$ cat config.mk
export PLATFORM = sky130hd
export DESIGN_NAME = rsf_reset_flags
export DESIGN_NICKNAME = d
export VERILOG_FILES = /design/src/design/rsf_pkg.sv /design/src/design/rsf_divider.sv /design/src/design/rsf_reset_flags.sv
export SDC_FILE = /design/constraint.sdc
export NUM_CORES = 1
export LEC_CHECK = 0
export ABC_AREA = 0
export BUFFER_PORTS_ARGS = -buffer_cell sky130_fd_sc_hd__buf_4
export CORE_ASPECT_RATIO = 1.1
export CORE_UTILIZATION = 53
export DETAILED_ROUTE_END_ITERATION = 8
export MAX_ROUTING_LAYER = met4
export PLACE_DENSITY = 0.8
export SYNTH_ARGS = -nofsm -noshare
export SYNTH_HDL_FRONTEND = slang
export SYNTH_HIERARCHICAL = 1
export SYNTH_SLANG_ARGS = --single-unit
$ cat constraint.sdc
create_clock -name mclk -period 2.6 [get_ports mclk]
set_clock_uncertainty 0.1 [all_clocks]
set_input_delay 0.26 -clock mclk [delete_from_list [all_inputs] [get_ports mclk]]
set_output_delay 0.26 -clock mclk [all_outputs]
set_load 0.02 [all_outputs]
$ cat src/design/rsf_pkg.sv
// Package for the reset state and flag logic: constants, types, register map.
// Assumes a single 100 MHz clock and an AXI4-Lite register bus.
package rsf_pkg;
  // Register byte offsets
  localparam logic [7:0] ADDR_STATUS = 8'h00;
  localparam logic [7:0] ADDR_CTRL = 8'h04;
  localparam logic [7:0] ADDR_WDOG = 8'h08;
  localparam logic [7:0] ADDR_SUPPLY = 8'h0C;
  localparam logic [7:0] ADDR_PORT = 8'h10;
  localparam logic [7:0] ADDR_TIMER = 8'h14;
  localparam logic [7:0] ADDR_CORE = 8'h18;
  localparam logic [7:0] ADDR_EVENTS = 8'h1C;
  localparam logic [7:0] ADDR_MASK = 8'h20;
  localparam logic [7:0] ADDR_CMD = 8'h24;
  // Power-on values, and the stack pointer after a halted watchdog reset (SP_ZERO)
  localparam logic [7:0] WDOG_POR = 8'h53;
  localparam logic [7:0] SUPPLY_POR = 8'h55;
  localparam logic [7:0] PORT_POR = 8'hFF;
  localparam logic [7:0] TIMER_POR = 8'h00;
  localparam logic [7:0] PCL_POR = 8'h00;
  localparam logic [3:0] ANALOG_POR = 4'hF;
  localparam logic [2:0] SP_TOP = 3'h7;
  localparam logic [2:0] SP_ZERO = 3'h0;
  // Watchdog control codes in bits 7:3
  localparam logic [4:0] WDOG_DISABLE = 5'h15;
  localparam logic [4:0] WDOG_ENABLE = 5'h0A;
  // Defined supply threshold codes
  localparam logic [7:0] SUPPLY_V0 = 8'h55;
  localparam logic [7:0] SUPPLY_V1 = 8'h33;
  localparam logic [7:0] SUPPLY_V2 = 8'h99;
  localparam logic [7:0] SUPPLY_V3 = 8'hAA;
  // Delay before a bad-select reset, in slow oscillator cycles
  localparam int SEL_DELAY_SLOW = 2;
  // Slow oscillator of 32 kHz as a divider of the 100 MHz clock
  localparam int CLK_HZ = 100000000;
  localparam int SLOW_HZ = 32000;
  localparam int SLOW_DIV = CLK_HZ / SLOW_HZ;
  localparam int WDOG_W = 16;
  // Event bits
  localparam int EV_POR = 0;
  localparam int EV_LOWV = 1;
  localparam int EV_WDT = 2;
  localparam int EV_WCTL = 3;
  localparam int EV_SEL = 4;
  localparam int EV_W = 5;

  typedef enum logic [2:0] {
    RSF_RUN = 3'b001,
    RSF_HOLD = 3'b010,
    RSF_APPLY = 3'b100
  } rsf_state_t;

  typedef enum logic [3:0] {
    RSF_SRC_NONE = 4'b0000,
    RSF_SRC_LOWV = 4'b0001,
    RSF_SRC_WDT = 4'b0010,
    RSF_SRC_WCTL = 4'b0100,
    RSF_SRC_SEL = 4'b1000
  } rsf_src_t;

  typedef struct packed {
    logic [7:0] port_data_reg;
    logic [7:0] port_direction_reg;
    logic [3:0] analog_channel_pins;
    logic [7:0] timer_ctrl;
    logic [7:0] timer_data;
    logic timer_on;
    logic int_enable;
    logic [7:0] program_counter_low;
    logic [2:0] stack_ptr;
  } rsf_core_t;
endpackage

$ cat src/design/rsf_divider.sv
// Divider that makes the slow internal oscillator tick as a one-cycle enable.
// Assumes the single system clock and synchronous active-low reset.
module rsf_divider #(
  parameter int DIV = rsf_pkg::SLOW_DIV
) (
  input wire logic mclk,
  input wire logic rst_n,
  output logic tick
);
  typedef struct packed {
    logic [15:0] cnt;
    logic tick;
  } rsf_div_t;
  rsf_div_t q;
  rsf_div_t next_q;

  always_comb begin
    next_q = q;
    next_q.tick = 1'b0;
    if (q.cnt == 16'(DIV - 1)) begin
      next_q.cnt = 16'h0000;
      next_q.tick = 1'b1;
    end else begin
      next_q.cnt = q.cnt + 16'h0001;
    end
  end

  always_ff @(posedge mclk) begin
    if (!rst_n) begin
      q <= '0;
    end else begin
      q <= next_q;
    end
  end

  assign tick = q.tick;
endmodule

$ cat src/design/rsf_reset_flags.sv
// Reset state and flag logic: reset sources, status flags, initial core state.
// Assumes an AXI4-Lite master on the register side and the core reading core_state.
module rsf_reset_flags #(
  parameter int WDOG_LIMIT = 50000,
  parameter int SEL_DELAY = rsf_pkg::SEL_DELAY_SLOW
) (
  input wire logic mclk,
  input wire logic rst_n,
  input wire logic low_supply_reset,
  input wire logic halted,
  input wire logic wdog_kick,
  output rsf_pkg::rsf_core_t core_state,
  output logic core_reset,
  output logic watchdog_timeout_flag,
  output logic power_down_flag,
  output logic irq,
  input wire logic [31:0] s_axi_awaddr,
  input wire logic s_axi_awvalid,
  output logic s_axi_awready,
  input wire logic [31:0] s_axi_wdata,
  input wire logic [3:0] s_axi_wstrb,
  input wire logic s_axi_wvalid,
  output logic s_axi_wready,
  output logic [1:0] s_axi_bresp,
  output logic s_axi_bvalid,
  input wire logic s_axi_bready,
  input wire logic [31:0] s_axi_araddr,
  input wire logic s_axi_arvalid,
  output logic s_axi_arready,
  output logic [31:0] s_axi_rdata,
  output logic [1:0] s_axi_rresp,
  output logic s_axi_rvalid,
  input wire logic s_axi_rready
);
  typedef struct packed {
    rsf_pkg::rsf_state_t st;
    rsf_pkg::rsf_src_t src;
    logic src_halted;
    rsf_pkg::rsf_core_t core;
    logic to_flag;
    logic pd_flag;
    logic lowv_flag;
    logic sel_flag;
    logic wctl_flag;
    logic [7:0] wdog_ctrl;
    logic [7:0] supply_sel;
    logic [rsf_pkg::WDOG_W-1:0] wdog_cnt;
    logic [1:0] sel_cnt;
    logic [rsf_pkg::EV_W-1:0] events;
    logic [rsf_pkg::EV_W-1:0] mask;
    logic aw_got;
    logic w_got;
    logic [7:0] aw_addr;
    logic [31:0] w_data;
    logic bvalid;
    logic rvalid;
    logic [31:0] rdata;
    logic [1:0] rresp;
    logic [1:0] bresp;
    logic pwr_done;
  } rsf_regs_t;

  rsf_regs_t q;
  rsf_regs_t next_q;
  logic slow_tick;

  rsf_divider #(
    .DIV(rsf_pkg::SLOW_DIV)
  ) rsf_divider_i (
    .mclk(mclk),
    .rst_n(rst_n),
    .tick(slow_tick)
  );

  function automatic logic supply_code_ok(input logic [7:0] v);
    return v == rsf_pkg::SUPPLY_V0 || v == rsf_pkg::SUPPLY_V1 ||
           v == rsf_pkg::SUPPLY_V2 || v == rsf_pkg::SUPPLY_V3;
  endfunction

  function automatic logic addr_known(input logic [7:0] a);
    return a <= rsf_pkg::ADDR_CMD && a[1:0] == 2'b00;
  endfunction

  function automatic rsf_pkg::rsf_core_t core_por();
    rsf_pkg::rsf_core_t c;
    c.port_data_reg = rsf_pkg::PORT_POR;
    c.port_direction_reg = rsf_pkg::PORT_POR;
    c.analog_channel_pins = rsf_pkg::ANALOG_POR;
    c.timer_ctrl = rsf_pkg::TIMER_POR;
    c.timer_data = rsf_pkg::TIMER_POR;
    c.timer_on = 1'b0;
    c.int_enable = 1'b0;
    c.program_counter_low = rsf_pkg::PCL_POR;
    c.stack_ptr = rsf_pkg::SP_TOP;
    return c;
  endfunction

  logic wdog_run;
  logic wdog_expire;
  logic wctl_bad;
  logic sel_bad;
  logic wr_fire;
  logic rd_fire;
  logic [7:0] wb;
  logic [7:0] rd_addr;
  logic [rsf_pkg::EV_W-1:0] ev_new;

  assign wdog_run = q.wdog_ctrl[7:3] != rsf_pkg::WDOG_DISABLE;
  assign wdog_expire = wdog_run && q.wdog_cnt == rsf_pkg::WDOG_W'(WDOG_LIMIT - 1);
  assign wctl_bad = q.wdog_ctrl[7:3] != rsf_pkg::WDOG_DISABLE &&
                    q.wdog_ctrl[7:3] != rsf_pkg::WDOG_ENABLE;
  assign sel_bad = !supply_code_ok(q.supply_sel);
  assign wr_fire = q.aw_got && q.w_got && !q.bvalid;
  assign rd_fire = s_axi_arvalid && !q.rvalid;
  assign wb = q.w_data[7:0];
  assign rd_addr = s_axi_araddr[7:0];
  // Event raised by the reset being applied now; it must survive a clearing read
  assign ev_new = (q.st != rsf_pkg::RSF_APPLY) ? '0 :
                  {q.src == rsf_pkg::RSF_SRC_SEL, q.src == rsf_pkg::RSF_SRC_WCTL,
                   q.src == rsf_pkg::RSF_SRC_WDT, q.src == rsf_pkg::RSF_SRC_LOWV, 1'b0};

  always_comb begin
    next_q = q;
    next_q.wdog_cnt = q.wdog_cnt;
    if (!q.aw_got && s_axi_awvalid) begin
      next_q.aw_got = 1'b1;
      next_q.aw_addr = s_axi_awaddr[7:0];
    end
    if (!q.w_got && s_axi_wvalid) begin
      next_q.w_got = 1'b1;
      next_q.w_data = s_axi_wdata;
    end
    if (q.bvalid && s_axi_bready) begin
      next_q.bvalid = 1'b0;
    end
    if (q.rvalid && s_axi_rready) begin
      next_q.rvalid = 1'b0;
    end
    // Watchdog counter, restarted by a kick
    if (wdog_kick || !wdog_run) begin
      next_q.wdog_cnt = '0;
    end else if (q.st == rsf_pkg::RSF_RUN) begin
      next_q.wdog_cnt = q.wdog_cnt + 1'b1;
    end
    // Bad select code counts slow ticks before resetting
    if (!sel_bad) begin
      next_q.sel_cnt = 2'h0;
    end else if (slow_tick && q.sel_cnt != 2'(SEL_DELAY)) begin
      next_q.sel_cnt = q.sel_cnt + 2'h1;
    end
    unique case (q.st)
      rsf_pkg::RSF_RUN: begin
        next_q.src = rsf_pkg::RSF_SRC_NONE;
        if (low_supply_reset && !halted) begin
          next_q.src = rsf_pkg::RSF_SRC_LOWV;
        end else if (sel_bad && q.sel_cnt == 2'(SEL_DELAY) && slow_tick) begin
          next_q.src = rsf_pkg::RSF_SRC_SEL;
        end else if (wctl_bad) begin
          next_q.src = rsf_pkg::RSF_SRC_WCTL;
        end else if (wdog_expire) begin
          next_q.src = rsf_pkg::RSF_SRC_WDT;
        end
        if (next_q.src != rsf_pkg::RSF_SRC_NONE) begin
          next_q.st = rsf_pkg::RSF_HOLD;
          next_q.src_halted = halted;
        end
      end
      rsf_pkg::RSF_HOLD: begin
        if (!low_supply_reset) begin
          next_q.st = rsf_pkg::RSF_APPLY;
        end
      end
      rsf_pkg::RSF_APPLY: begin
        next_q.st = rsf_pkg::RSF_RUN;
        next_q.wdog_cnt = '0;
        unique case (q.src)
          rsf_pkg::RSF_SRC_LOWV: begin
            next_q.lowv_flag = 1'b1;
            next_q.events[rsf_pkg::EV_LOWV] = 1'b1;
            next_q.core.program_counter_low = rsf_pkg::PCL_POR;
          end
          rsf_pkg::RSF_SRC_SEL: begin
            next_q.sel_flag = 1'b1;
            next_q.supply_sel = rsf_pkg::SUPPLY_POR;
            next_q.events[rsf_pkg::EV_SEL] = 1'b1;
            next_q.core.program_counter_low = rsf_pkg::PCL_POR;
          end
          rsf_pkg::RSF_SRC_WCTL: begin
            next_q.wctl_flag = 1'b1;
            next_q.core = core_por();
            next_q.wdog_ctrl = rsf_pkg::WDOG_POR;
            next_q.to_flag = 1'b1;
            next_q.events[rsf_pkg::EV_WCTL] = 1'b1;
          end
          rsf_pkg::RSF_SRC_WDT: begin
            next_q.events[rsf_pkg::EV_WDT] = 1'b1;
            next_q.to_flag = 1'b1;
            if (q.src_halted) begin
              next_q.pd_flag = 1'b1;
              next_q.core.program_counter_low = rsf_pkg::PCL_POR;
              next_q.core.stack_ptr = rsf_pkg::SP_ZERO;
            end else begin
              next_q.core = core_por();
              next_q.wdog_ctrl = rsf_pkg::WDOG_POR;
            end
          end
          default: begin
            next_q.core.program_counter_low = q.core.program_counter_low;
          end
        endcase
      end
      default: begin
        next_q.st = rsf_pkg::RSF_RUN;
      end
    endcase
    if (halted && q.st == rsf_pkg::RSF_RUN && next_q.st == rsf_pkg::RSF_RUN) begin
      next_q.pd_flag = 1'b1;
    end
    next_q.pwr_done = 1'b1;
    // Register writes; hardware sets win over software clears
    if (wr_fire) begin
      next_q.aw_got = 1'b0;
      next_q.w_got = 1'b0;
      next_q.bvalid = 1'b1;
      next_q.bresp = addr_known(q.aw_addr) ? 2'b00 : 2'b10;
      if (q.w_data[7:0] != 8'h00 || 1'b1) begin
        unique case (q.aw_addr)
          rsf_pkg::ADDR_CTRL: begin
            if (s_axi_wstrb[0] || q.w_data[31]) begin
              next_q.lowv_flag = next_q.lowv_flag & (wb[2] | q.st == rsf_pkg::RSF_APPLY);
              next_q.sel_flag = next_q.sel_flag & (wb[1] | q.st == rsf_pkg::RSF_APPLY);
              next_q.wctl_flag = next_q.wctl_flag & (wb[0] | q.st == rsf_pkg::RSF_APPLY);
            end
          end
          rsf_pkg::ADDR_WDOG: next_q.wdog_ctrl = wb;
          rsf_pkg::ADDR_SUPPLY: next_q.supply_sel = wb;
          rsf_pkg::ADDR_PORT: begin
            next_q.core.port_data_reg = wb;
            next_q.core.port_direction_reg = q.w_data[15:8];
            next_q.core.analog_channel_pins = q.w_data[19:16];
          end
          rsf_pkg::ADDR_TIMER: begin
            next_q.core.timer_ctrl = wb;
            next_q.core.timer_data = q.w_data[15:8];
            next_q.core.timer_on = q.w_data[16];
          end
          rsf_pkg::ADDR_MASK: next_q.mask = q.w_data[rsf_pkg::EV_W-1:0];
          rsf_pkg::ADDR_CMD: begin
            next_q.core.int_enable = q.w_data[0];
            if (q.st == rsf_pkg::RSF_RUN) begin
              next_q.to_flag = next_q.to_flag & ~q.w_data[1];
              next_q.pd_flag = next_q.pd_flag & (~q.w_data[2] | halted);
            end
          end
          default: next_q.bresp = next_q.bresp;
        endcase
      end
    end
    if (rd_fire) begin
      next_q.rvalid = 1'b1;
      next_q.rresp = addr_known(rd_addr) ? 2'b00 : 2'b10;
      next_q.rdata = 32'h0000_0000;
      unique case (rd_addr)
        rsf_pkg::ADDR_STATUS: next_q.rdata = {30'h0, q.to_flag, q.pd_flag};
        rsf_pkg::ADDR_CTRL: next_q.rdata = {29'h0, q.lowv_flag, q.sel_flag, q.wctl_flag};
        rsf_pkg::ADDR_WDOG: next_q.rdata = {24'h0, q.wdog_ctrl};
        rsf_pkg::ADDR_SUPPLY: next_q.rdata = {24'h0, q.supply_sel};
        rsf_pkg::ADDR_PORT: next_q.rdata = {12'h0, q.core.analog_channel_pins,
                                            q.core.port_direction_reg, q.core.port_data_reg};
        rsf_pkg::ADDR_TIMER: next_q.rdata = {15'h0, q.core.timer_on, q.core.timer_data,
                                             q.core.timer_ctrl};
        rsf_pkg::ADDR_CORE: next_q.rdata = {13'h0, q.core.stack_ptr, q.core.int_enable,
                                            7'h00, q.core.program_counter_low};
        rsf_pkg::ADDR_EVENTS: begin
          next_q.rdata = {27'h0, q.events};
          // Read clears, but an event landing now survives
          next_q.events = (next_q.events & ~q.events) | ev_new;
        end
        rsf_pkg::ADDR_MASK: next_q.rdata = {27'h0, q.mask};
        default: next_q.rdata = 32'h0000_0000;
      endcase
    end
  end

  always_ff @(posedge mclk) begin
    if (!rst_n) begin
      q <= '0;
      q.st <= rsf_pkg::RSF_RUN;
      q.src <= rsf_pkg::RSF_SRC_NONE;
      q.core <= core_por();
      q.wdog_ctrl <= rsf_pkg::WDOG_POR;
      q.supply_sel <= rsf_pkg::SUPPLY_POR;
      q.events <= 5'h01;
    end else begin
      q <= next_q;
    end
  end

  assign core_state = q.core;
  assign core_reset = q.st != rsf_pkg::RSF_RUN;
  assign watchdog_timeout_flag = q.to_flag;
  assign power_down_flag = q.pd_flag;
  assign irq = |(q.events & q.mask);
  assign s_axi_awready = !q.aw_got;
  assign s_axi_wready = !q.w_got;
  assign s_axi_bvalid = q.bvalid;
  assign s_axi_bresp = q.bresp;
  assign s_axi_arready = !q.rvalid;
  assign s_axi_rvalid = q.rvalid;
  assign s_axi_rdata = q.rdata;
  assign s_axi_rresp = q.rresp;
endmodule

==> impl_metrics.json <==
{
  "cts_tree": "yes",
  "startpoint": "q[71]",
  "status": "finished clean",
  "place_area_mm2": 0.00829,
  "finalWorstSetupSlack_ns": 0.280,
  "drt_iter0_markers": 546,
  "fillCellCount": 1162,
  "route.detailed.drc": 0,
  "cts-root-buf": "clkbuf_16",
  "cts_resized": 0,
  "required_ns": 2.81,
  "ys_ff_latch": 168,
  "numClockSinks": 168,
  "p_int_uw": 4240,
  "grt_pass1_wl_um": 31100,
  "fin_tns_setup_ns": 0,
  "ios": 204,
  "r2r-start": "q[71]",
  "wl_um": 19900,
  "die_h_um": 129,
  "coreArea_mm2": 0.0140,
  "ff_latch_area_mm2": 0.00336,
  "drt-pass1-iter-count": 5,
  "cts_setup_buffers": 0,
  "cp-endpoint": "core_state[32]",
  "post-route-min-period_ns": 2.32,
  "clock_latency_ns": 0.44,
  "syn_area_per_cell_um2": 8.44,
  "p_sw_uw": 1410,
  "cts-htree-levels": 4,
  "cts_hold_buf": 32,
  "swShare_pct": 25.0,
  "critPathKind": "reg -> reg",
  "hold_violations": 0,
  "initial_core_util_pct": 55.2,
  "maxSlewHeadroom_pct": 14.4,
  "comb_power_share_pct": 7.7,
  "syn_area_mm2": 0.00774,
  "synth_cells": 917,
  "synthArstFlopShare_pct": 0,
  "r2r_slack_ns": 0.28,
  "ir_worst_vdd_mv": 0.431,
  "dp_slack_ns": 0.342,
  "vias": 6822,
  "die_area_mm2": 0.0151,
  "grt_overflow": 0,
  "path_clk_slew_ns": 0.07,
  "synth_edf_count": 0,
  "dp_hpwl_um": 13600,
  "routed_via_density": 5.68,
  "min_path_type": "in -> reg",
  "r2r_end": "core_state[32]",
  "worst_slew_pin_slew_ns": 1.28,
  "antenna_found_initial": 0,
  "ff2ff_path_depth": 5,
  "grt_max_degree": 52,
  "synthFlopType": "dfxtp_1",
  "grt_setup_unrepaired": "false",
  "final_cells": 1201,
  "syn2layout_area_growth_pct": 19.0,
  "rows": 45,
  "crit_path_end_kind": "flip-flop",
  "leakage_uw": 0.00356,
  "slew_viol_final": 0,
  "io_buffer_count": 119,
  "worstPathMaxFanout": 10,
  "gp_congestion": 0.926,
  "clk_path_buf_depth": 2,
  "p_seq_share_pct": 47.5,
  "n_antenna_cell": 0,
  "fmax_mhz": 431,
  "multi_input_area_mm2": 0.00358,
  "period_share_pct": 89.2,
  "cp-start-kind": "flip-flop",
  "pwr-share-clk_pct": 44.8,
  "grt_usage_pct": 27.9,
  "grt_pass1_vias": 6173,
  "dieWidth_um": 117,
  "fin_area_mm2": 0.00920,
  "ant_nets": 0,
  "maxCapViolCount": 0,
  "setup_viol": 0,
  "ys_seq_area_share_pct": 43.5,
  "power_density_mw_per_mm2": 614,
  "drive_above_1_share_pct": 19.4,
  "wl_per_cell_um": 16.6,
  "ys.warnings.count": 6,
  "arrival_ns": 2.53,
  "num-nets-final": 1114,
  "cts_made_buffers": 17,
  "place_inst": 1137,
  "synth.distinct_cells": 68
}
-- worst min path at each step --
stage,start,to,slack (ns),depth (start not counted)
2_1_floorplan,s_axi_rready,s_axi_rvalid,0.26,1
3_3_place_gp,s_axi_rdata[8],s_axi_rdata[8],0.34,2
3_5_place_dp,s_axi_rdata[6],s_axi_rdata[6],0.35,2
4_1_cts,halted,q[179],0.008,3
5_1_grt,halted,q[179],0.02,3
6_report,halted,q[179],0.02,3
-- state kept, by name (all words and copies together), names as in the netlist --
name                   cells
q                         86
s_axi_rresp                1
power_down_flag            1
core_state                39
s_axi_rvalid               1
s_axi_rdata               20
rsf_divider_i/q           16
s_axi_bresp                1
watchdog_timeout_flag      1
rsf_divider_i/tick         1
s_axi_bvalid               1
-- metal layers --
metal | global-route usage [%] | vias to the layer above | part of all wire, %
li1 | - | 3275 | -
met1 | 36.0 | 3224 | 43
met2 | 42.6 | 281 | 47
met3 | 5.56 | 42 | 7.0
met4 | 11.2 | 0 | 2.4
met5 | - | - | 0
-- power groups by stage --
| stage | clock network (uW) | registers [uW] | logic, uW |
|---|---|---|---|
| after floorplan | 0 | 2720 | 282 |
| after global placement | 0 | 2740 | 382 |
| after detailed placement | 0 | 2740 | 387 |
| after CTS | 2550 | 2680 | 428 |
| after global routing | 2670 | 2690 | 476 |
| final | 2530 | 2690 | 436 |
-- placed cells by master (no fill, tap or decap), types with 20 or more instances in the layout --
cell type      synthesis  final
dfxtp_1              168    168
buf_4                 87    140
nand2_1              132    132
nor2_1                99     99
a21oi_1               52     52
o21ai_0               40     40
a22oi_1               33     33
dlygate4sd3_1          0     32
nand3_1               23     23
conb_1                 1     22
o22ai_1               21     21
mux2i_1               20     20
nor3_1                20     20
-- kinds of logic after synthesis --
logic type                 Yosys count  synth area share, %
and+or+nand+nor                    367                 23.3
AOI/OAI and AO/OA                  181                 14.8
DFF                                168                 43.5
buffers and inverters              146                 11.5
xor gates and xnor gates            26                 2.94
muxes                               24                 3.32
adders and majority gates            4                0.647
other                                1               0.0485
-- metrics by stage --
step / utilization [%] / power [uW] / hold slack [ns]
2_1_floorplan: - / 3000 / 0.259
3_3_place_gp: 59.1 / 3120 / 0.339
3_5_place_dp: 59.1 / 3130 / 0.348
4_1_cts: 65.6 / 5660 / 0.00804
5_1_grt: 65.6 / 5840 / 0.0240
6_report: 65.6 / 5650 / 0.0167
-- worst max-delay path, stage by stage, from the launching register on --
cell	delay, ns
dfxtp_1	0.33
or4_4	0.57
or4b_2	0.69
buf_4	0.21
o22ai_1	0.20
nand2_1	0.08
-- cell type report --
class                           instances  share of cell area [%]
Multi-Input combinational cell        624                    38.9
Sequential cell                       168                    36.5
Timing Repair Buffer                  172                    14.9
Clock buffer                           17                    4.62
Tap cell                              188                    2.56
Clock inverter                         15                    1.81
Inverter                               17                   0.693
-- cells in the mapped netlist, drive strengths merged (16+ instances only) --
cell type,instances,area [um2]
dfxtp,168,3360
nand2,132,495
nor2,99,372
buf,94,691
a21oi,53,269
o21ai,41,216
clkbuf,35,133
a22oi,33,248
nand3,24,125
o22ai,21,131
mux2i,20,200
nor3,20,100
xnor2,17,149
inv,16,60.1
Note: power is estimated with default switching activity, not from simulation.
